File: src/verilog/i2cm_regs.vh
`ifndef I2CM_REGS_VH
`define I2CM_REGS_VH
`define I2CM_GCALL_ADDR      8'h00
`define I2CM_RW_WRITE        1'b0
`define I2CM_RW_READ         1'b1
`define I2CM_CON2_GENERAL_CALL_ENABLE_BIT   7
`define I2CM_CON2_ACKST_BIT  6
`define I2CM_CON2_STOP_BIT   2
`define I2CM_CON2_START_BIT  0
`define I2CM_MODE_MASTER     4'h8
`define I2CM_MODE_SLV7       4'h6
`define I2CM_MODE_SLV10      4'h7
`define I2CM_RELOAD_RST      7'h00
`define I2CM_PHASES_PER_CYC  4
`define I2CM_BITS_PER_BYTE   4'h8
`endif

File: src/verilog/i2cm_port.v
`timescale 1ns/100ps
`include "i2cm_regs.vh"
module i2cm_port #(
   parameter RELOAD_W = 7
) (
   input  wire       CLOCK_IN,
   input  wire       RESET_IN,
   input  wire       PORT_ENABLE_BIT_IN,
   input  wire [3:0] PORT_MODE_SELECT_IN,
   input  wire       GENERAL_CALL_ENABLE_IN,
   input  wire       TEN_BIT_MODE_IN,
   input  wire [7:0] ADDRESS_RATE_REG_IN,
   input  wire       ADDRESS_RATE_WR_IN,
   input  wire       START_REQUEST_IN,
   input  wire       STOP_REQUEST_IN,
   input  wire       RECEIVE_ENABLE_IN,
   input  wire       ACK_DATA_IN,
   input  wire [7:0] BUFFER_WDATA_IN,
   input  wire       BUFFER_WR_IN,
   input  wire       BUFFER_RD_IN,
   input  wire       IRQ_CLEAR_IN,
   input  wire       COLLISION_CLEAR_IN,
   input  wire       SCL_IN,
   input  wire       SDA_IN,
   output reg        SCL_OUT,
   output reg        SCL_OE_OUT,
   output reg        SDA_OUT,
   output reg        SDA_OE_OUT,
   output reg  [7:0] TRANSFER_BUFFER_OUT,
   output reg        BUFFER_FULL_FLAG_OUT,
   output reg        PORT_IRQ_FLAG_OUT,
   output reg        ADDRESS_UPDATE_NEEDED_OUT,
   output reg        WRITE_COLLISION_FLAG_OUT,
   output reg        ACK_RECEIVED_STATUS_OUT,
   output reg        START_SEEN_OUT,
   output reg        STOP_SEEN_OUT,
   output reg        BUSY_OUT
);
   localparam ST_IDLE  = 3'd0;
   localparam ST_START = 3'd1;
   localparam ST_BITLO = 3'd2;
   localparam ST_BITHI = 3'd3;
   localparam ST_STOP  = 3'd4;
   localparam ST_ACKLO = 3'd5;
   localparam ST_ACKHI = 3'd6;

   reg [2:0]          state_reg;
   reg [1:0]          phase_reg;
   reg [RELOAD_W-1:0] div_reg;
   reg                div_run_reg;
   reg [3:0]          bit_reg;
   reg [7:0]          shift_register;
   reg                rx_reg;
   reg                acking_reg;
   reg [1:0]          sub_reg;
   reg                scl_d_reg;
   reg                sda_d_reg;
   reg [3:0]          sbit_reg;
   reg                s_active_reg;
   reg                s_ten_hi_reg;

   wire master  = PORT_ENABLE_BIT_IN &&
                  PORT_MODE_SELECT_IN == `I2CM_MODE_MASTER;
   wire slave   = PORT_ENABLE_BIT_IN && !master;
   wire [RELOAD_W-1:0] reload = ADDRESS_RATE_REG_IN[RELOAD_W-1:0];
   // two decrements per four-phase instruction cycle
   wire dec_tick = phase_reg[0];
   wire rollover = div_run_reg && dec_tick && div_reg == {RELOAD_W{1'b0}};
   wire scl_rise = SCL_IN && !scl_d_reg;
   wire scl_fall = !SCL_IN && scl_d_reg;
   wire bus_start = SCL_IN && scl_d_reg && sda_d_reg && !SDA_IN;
   wire bus_stop  = SCL_IN && scl_d_reg && !sda_d_reg && SDA_IN;
   wire bus_free  = STOP_SEEN_OUT || (!START_SEEN_OUT && !STOP_SEEN_OUT);

   function is_gcall;
      input [7:0] b;
      input       en;
      begin
         is_gcall = en && b == `I2CM_GCALL_ADDR;
      end
   endfunction

   always @(posedge CLOCK_IN) begin
      if (RESET_IN) begin
         phase_reg <= 2'b00;
         scl_d_reg <= 1'b1;
         sda_d_reg <= 1'b1;
      end else begin
         phase_reg <= phase_reg + 2'b01;
         scl_d_reg <= SCL_IN;
         sda_d_reg <= SDA_IN;
      end
   end

   // start and stop detection
   always @(posedge CLOCK_IN) begin
      if (RESET_IN || !PORT_ENABLE_BIT_IN) begin
         START_SEEN_OUT <= 1'b0;
         STOP_SEEN_OUT  <= 1'b0;
      end else if (bus_start) begin
         START_SEEN_OUT <= 1'b1;
         STOP_SEEN_OUT  <= 1'b0;
      end else if (bus_stop) begin
         START_SEEN_OUT <= 1'b0;
         STOP_SEEN_OUT  <= 1'b1;
      end
   end

   always @(posedge CLOCK_IN) begin
      if (RESET_IN || !PORT_ENABLE_BIT_IN) begin
         state_reg <= ST_IDLE;
         div_reg <= `I2CM_RELOAD_RST;
         div_run_reg <= 1'b0;
         bit_reg <= 4'h0;
         shift_register <= 8'h00;
         rx_reg <= 1'b0;
         acking_reg <= 1'b0;
         sub_reg <= 2'b00;
         sbit_reg <= 4'h0;
         s_active_reg <= 1'b0;
         s_ten_hi_reg <= 1'b0;
         SCL_OUT <= 1'b0;
         SCL_OE_OUT <= 1'b0;
         SDA_OUT <= 1'b0;
         SDA_OE_OUT <= 1'b0;
         TRANSFER_BUFFER_OUT <= 8'h00;
         BUFFER_FULL_FLAG_OUT <= 1'b0;
         PORT_IRQ_FLAG_OUT <= 1'b0;
         ADDRESS_UPDATE_NEEDED_OUT <= 1'b0;
         WRITE_COLLISION_FLAG_OUT <= 1'b0;
         ACK_RECEIVED_STATUS_OUT <= 1'b0;
         BUSY_OUT <= 1'b0;
      end else begin
         // hardware sets win over software clears
         if (IRQ_CLEAR_IN)
            PORT_IRQ_FLAG_OUT <= 1'b0;
         if (COLLISION_CLEAR_IN)
            WRITE_COLLISION_FLAG_OUT <= 1'b0;
         if (BUFFER_RD_IN && !master)
            BUFFER_FULL_FLAG_OUT <= 1'b0;
         if (ADDRESS_RATE_WR_IN)
            ADDRESS_UPDATE_NEEDED_OUT <= 1'b0;
         BUSY_OUT <= state_reg != ST_IDLE;

         // divider counts down to zero, reloads while an operation runs
         if (div_run_reg && dec_tick) begin
            if (div_reg == {RELOAD_W{1'b0}})
               div_reg <= reload;
            else
               div_reg <= div_reg - {{(RELOAD_W-1){1'b0}}, 1'b1};
         end

         if (master) begin
            case (state_reg)
            ST_IDLE: begin
               div_run_reg <= 1'b0;
               if (BUFFER_WR_IN) begin
                  TRANSFER_BUFFER_OUT <= BUFFER_WDATA_IN;
                  shift_register <= BUFFER_WDATA_IN;
                  BUFFER_FULL_FLAG_OUT <= 1'b1;
                  rx_reg <= 1'b0;
                  bit_reg <= 4'h0;
                  div_reg <= reload;
                  div_run_reg <= 1'b1;
                  SCL_OE_OUT <= 1'b1;
                  state_reg <= ST_BITLO;
               end else if (START_REQUEST_IN && bus_free) begin
                  div_reg <= reload;
                  div_run_reg <= 1'b1;
                  sub_reg <= 2'b00;
                  state_reg <= ST_START;
               end else if (STOP_REQUEST_IN) begin
                  div_reg <= reload;
                  div_run_reg <= 1'b1;
                  sub_reg <= 2'b00;
                  SDA_OE_OUT <= 1'b1;
                  state_reg <= ST_STOP;
               end else if (RECEIVE_ENABLE_IN) begin
                  rx_reg <= 1'b1;
                  bit_reg <= 4'h0;
                  div_reg <= reload;
                  div_run_reg <= 1'b1;
                  SDA_OE_OUT <= 1'b0;
                  SCL_OE_OUT <= 1'b1;
                  state_reg <= ST_BITLO;
               end
            end
            ST_START: if (rollover) begin
               sub_reg <= sub_reg + 2'b01;
               if (sub_reg == 2'b00) begin
                  SDA_OE_OUT <= 1'b1;
               end else begin
                  SCL_OE_OUT <= 1'b1;
                  PORT_IRQ_FLAG_OUT <= 1'b1;
                  state_reg <= ST_IDLE;
               end
            end
            ST_BITLO: begin
               // data moves one clock after scl falls, never on an scl edge,
               // so no receiver sees a false start or stop; a reload of zero
               // can still put both on one edge
               if (!rx_reg && bit_reg < `I2CM_BITS_PER_BYTE)
                  SDA_OE_OUT <= !shift_register[7];
               else if (rx_reg && acking_reg)
                  SDA_OE_OUT <= !ACK_DATA_IN;
               else
                  SDA_OE_OUT <= 1'b0;
               if (rollover) begin
                  SCL_OE_OUT <= 1'b0;
                  state_reg <= ST_BITHI;
               end
            end
            ST_BITHI: if (rollover) begin
               SCL_OE_OUT <= 1'b1;
               if (bit_reg == `I2CM_BITS_PER_BYTE) begin
                  if (!rx_reg)
                     ACK_RECEIVED_STATUS_OUT <= SDA_IN;
                  acking_reg <= 1'b0;
                  PORT_IRQ_FLAG_OUT <= 1'b1;
                  state_reg <= ST_IDLE;
               end else begin
                  if (rx_reg)
                     shift_register <= {shift_register[6:0], SDA_IN};
                  else
                     shift_register <= {shift_register[6:0], 1'b0};
                  bit_reg <= bit_reg + 4'h1;
                  if (bit_reg == 4'h7) begin
                     if (rx_reg) begin
                        TRANSFER_BUFFER_OUT <= {shift_register[6:0], SDA_IN};
                        BUFFER_FULL_FLAG_OUT <= 1'b1;
                        acking_reg <= 1'b1;
                     end else
                        BUFFER_FULL_FLAG_OUT <= 1'b0;
                  end
                  state_reg <= ST_BITLO;
               end
            end
            ST_STOP: if (rollover) begin
               sub_reg <= sub_reg + 2'b01;
               if (sub_reg == 2'b00)
                  SCL_OE_OUT <= 1'b0;
               else begin
                  SDA_OE_OUT <= 1'b0;
                  PORT_IRQ_FLAG_OUT <= 1'b1;
                  state_reg <= ST_IDLE;
               end
            end
            default: state_reg <= ST_IDLE;
            endcase
            // no queueing: a write while busy is dropped
            if (BUFFER_WR_IN && state_reg != ST_IDLE)
               WRITE_COLLISION_FLAG_OUT <= 1'b1;
         end else if (slave) begin
            SCL_OE_OUT <= 1'b0;
            if (bus_start) begin
               sbit_reg <= 4'h0;
               s_active_reg <= 1'b1;
            end else if (bus_stop)
               s_active_reg <= 1'b0;
            else if (s_active_reg && scl_rise
                     && sbit_reg < `I2CM_BITS_PER_BYTE) begin
               shift_register <= {shift_register[6:0], SDA_IN};
               sbit_reg <= sbit_reg + 4'h1;
               if (sbit_reg == 4'h7) begin
                  if (is_gcall({shift_register[6:0], SDA_IN},
                               GENERAL_CALL_ENABLE_IN)) begin
                     TRANSFER_BUFFER_OUT <= {shift_register[6:0], SDA_IN};
                     BUFFER_FULL_FLAG_OUT <= 1'b1;
                     s_ten_hi_reg <= 1'b0;
                  end else if ({shift_register[6:0], SDA_IN} ==
                               ADDRESS_RATE_REG_IN) begin
                     TRANSFER_BUFFER_OUT <= {shift_register[6:0], SDA_IN};
                     BUFFER_FULL_FLAG_OUT <= 1'b1;
                     s_ten_hi_reg <= TEN_BIT_MODE_IN;
                  end else
                     s_active_reg <= 1'b0;
               end
            end else if (s_active_reg && scl_fall
                         && sbit_reg == `I2CM_BITS_PER_BYTE) begin
               SDA_OE_OUT <= 1'b1;
               sbit_reg <= sbit_reg + 4'h1;
            end else if (s_active_reg && scl_fall
                         && sbit_reg == 4'h9) begin
               SDA_OE_OUT <= 1'b0;
               sbit_reg <= 4'h0;
               PORT_IRQ_FLAG_OUT <= 1'b1;
               if (s_ten_hi_reg)
                  ADDRESS_UPDATE_NEEDED_OUT <= 1'b1;
               s_ten_hi_reg <= 1'b0;
            end
         end
      end
   end
endmodule

File: config.mk
export PLATFORM = sky130hd
export DESIGN_NAME = i2cm_port
export DESIGN_NICKNAME = d
export VERILOG_FILES = /design/src/verilog/i2cm_port.v
export VERILOG_INCLUDE_DIRS = /design/src /design/src/verilog
export SDC_FILE = /design/constraint.sdc
export NUM_CORES = 1
export LEC_CHECK = 0
export ABC_AREA = 1
export BUFFER_PORTS_ARGS = -buffer_cell sky130_fd_sc_hd__buf_2
export CELL_PAD_IN_SITES_DETAIL_PLACEMENT = 1
export CELL_PAD_IN_SITES_GLOBAL_PLACEMENT = 1
export CORE_MARGIN = 2
export CORE_UTILIZATION = 43
export CTS_BUF_LIST = sky130_fd_sc_hd__clkbuf_16
export CTS_CLUSTER_DIAMETER = 50
export DETAILED_ROUTE_END_ITERATION = 16
export HOLD_SLACK_MARGIN = 0.12
export PLACE_DENSITY_LB_ADDON = 0.25
export SETUP_SLACK_MARGIN = 0.2
export SYNTH_ARGS = -nofsm -noshare
export SYNTH_HDL_FRONTEND = slang
export SYNTH_SLANG_ARGS = --single-unit
File: constraint.sdc
create_clock -name CLOCK_IN -period 4.1 [get_ports CLOCK_IN]
set_clock_uncertainty 0.1 [all_clocks]
set_input_delay 0.82 -clock CLOCK_IN [delete_from_list [all_inputs] [get_ports CLOCK_IN]]
set_output_delay 0.82 -clock CLOCK_IN [all_outputs]
set_load 0.01 [all_outputs]
==> impl_metrics.tcl <==
set metrics [dict create \
    status "finished clean" \
    worst_slack_ns 1.64 \
    worstSetupPathDepth 14 \
    drc 0 \
    period_minus_slack_ns 2.46 \
    clk_pin_slew_ns 0.07 \
    slowest_stage "nand2_1" \
    via_per_inst 5.31 \
    synth_cells 493 \
    cts_buffers 5 \
    hold_class "reg2reg" \
    postLayoutCellArea_mm2 0.00373 \
    path_class "in2reg" \
    crit_top_cell "nand2_1" \
    drive_gt1_frac 0.167 \
    nets 588 \
    rsz0062_at_grt "false" \
    die_y_um 91.1 \
    ys_ff_latch 54 \
    clockBufferDepth 2 \
    area_growth_pct 14.2 \
    synth_area_mm2 0.00326 \
    firstDrtPassIters 4 \
    pin_count 56 \
    worstMarginPinSlew_ns 0.581 \
    hpwl_mm 7.68 \
    place_ws_ns 1.39 \
    grt_pass1_vias 3610 \
    critPathCaptureType "flip-flop" \
    synth-edff-count 0 \
    yosys_warnings 0 \
    vias 3418 \
    routed_wl_mm 9.87 \
    utilization 0.511 \
    holdBufCountCts 0 \
    numClockSinks 54 \
    fin_cells 644 \
    antenna-diode-count 0 \
    hold_viol 0 \
    cp_cell_sequence "buf_2, inv_1, nand2_1, nand2_1, nand2_1, nor2_1, nand2_1, nand2_1, nand2_1, nand2_1, nand2_1, nand2_1, nand2_1, nor2_1" \
    antenna_found_initial 0 \
    p_per_area_mw_per_mm2 284 \
    clk_latency_ns 0.30 \
    crit_buf_inv 2 \
    drt-wirelength-per-cell_um 15.3 \
    syn_avg_cell_area_um2 6.62 \
    dieArea_mm2 0.00830 \
    ys_types 37 \
    ir_worst_vdd_v 0.000163 \
    grt_max_degree 28 \
    cap_viol_max_count 0 \
    hold_path_depth 1 \
    grt-ovfl-total 0 \
    start_kind "primary input" \
    ff2ff_path_depth 12 \
    p_leak_nw 1.74 \
    grt.total_usage 0.246 \
    core_area_mm2 0.00729 \
    drt_iter0_markers 92 \
    dp.cells 636 \
    ys_seq_area_frac 0.331 \
    gp_congestion 0.855 \
    place_area_mm2 0.00359 \
    critical_path_required_ns 4.23 \
    die_x_um 91.1 \
    synth_top_flop_cell "dfxtp_1" \
    cts-root-buf "clkbuf_16" \
    power_mw 1.06 \
    cp_max_fo 15 \
    port_buffers 53 \
    finalSetupTns_ns 0 \
    rows 31 \
    maxSlewViolCount 0 \
    async_flop_share 0 \
    fin_crit_sh 0.599 \
    initial_core_util 0.448 \
    cts_setup_buffers 0 \
    crit_family "simple AND/OR/NAND/NOR gates" \
    fmax_mhz 407 \
    setup_violations 0 \
    hold_ws_ns 0.356 \
    cp_slowest_stage_delay_ns 0.38 \
    ant_nets 0 \
    critPathArrivalTime_ns 2.58 \
    grt_pass1_wl_mm 16.8 \
    htreeDepth 2 \
    cts_tree "done" \
    cts_resized 0 \
    slew_headroom 0.612 \
]
==> worst register-to-register path, cell delays in order (launching register included) <==
cell and delay, ns:
dfxtp_1 0.33, inv_1 0.11, ha_1 0.16, nand2_1 0.06
nor2_2 0.23, nand3_1 0.14, nand2_1 0.13, nand3_4 0.11
nor2_4 0.31, nand2_1 0.13, nand2_1 0.11, nand2_1 0.07
nor2_1 0.12
==> report_power, final <==
part           switching [mW]  total (mW)  internal, mW
sequential            0.00393       0.533         0.529
clock                   0.200       0.424         0.224
combinational          0.0679       0.103        0.0355
total                   0.272        1.06         0.788
==> layout make-up <==
class / instances / area [µm²]
tap: 99 / 124
multi-input combinational: 360 / 1850
clock buffer: 5 / 125
timing repair buffer: 54 / 273
clock inverter: 3 / 16.3
sequential: 54 / 1080
inverter: 69 / 264
fill: 1051 / 3560
==> placed cells by master (no fill, tap or decap), drive strengths merged, types with 8 or more instances in the layout <==
cell and count:
ha 8, nand3 46, nor3 8, a211oi 11, nand4 8, a21oi 33, buf 54, nor2 78
o21ai 35, nand2 109, dfxtp 54, inv 68
==> layer usage <==
layer  track usage  wire (µm)
met4        0.0783        163
met5             0          0
met1         0.302       4330
met3        0.0365        438
met2         0.440       4930
==> Yosys cell counts (6+ instances only) <==
library cell	number	area, µm²
a21oi_1	33	165
ha_1	8	100
inv_1	59	221
nor2_1	69	259
nand2_1	104	390
o21ai_0	27	135
nand4_1	7	43.8
inv_2	7	26.3
dfxtp_1	54	1080
xnor2_1	6	52.6
nor3_1	8	40.0
a211oi_1	8	60.1
o21ai_1	8	40.0
nand3_1	45	225
==> worst paths after layout <==
check | from | end | slack [ns]
min | phase_reg[0] | phase_reg[0] | 0.36
min reg2reg | phase_reg[0] | phase_reg[0] | 0.36
max reg2reg | div_reg[0] | TRANSFER_BUFFER_OUT[0] | 1.93
max | SDA_IN | TRANSFER_BUFFER_OUT[0] | 1.64
==> cells by family (layout without fill, tap and decap cells) <==
group / Yosys count / in the layout / synth area share
buf+inv: 80 / 131 / 0.105
fa+ha+maj: 8 / 8 / 0.0307
xor+xnor: 10 / 10 / 0.0268
flops: 54 / 54 / 0.331
compound gates: 83 / 83 / 0.144
other cells: 1 / 2 / 0.00115
simple gates: 257 / 257 / 0.361
(Power assumes the default switching activity.)
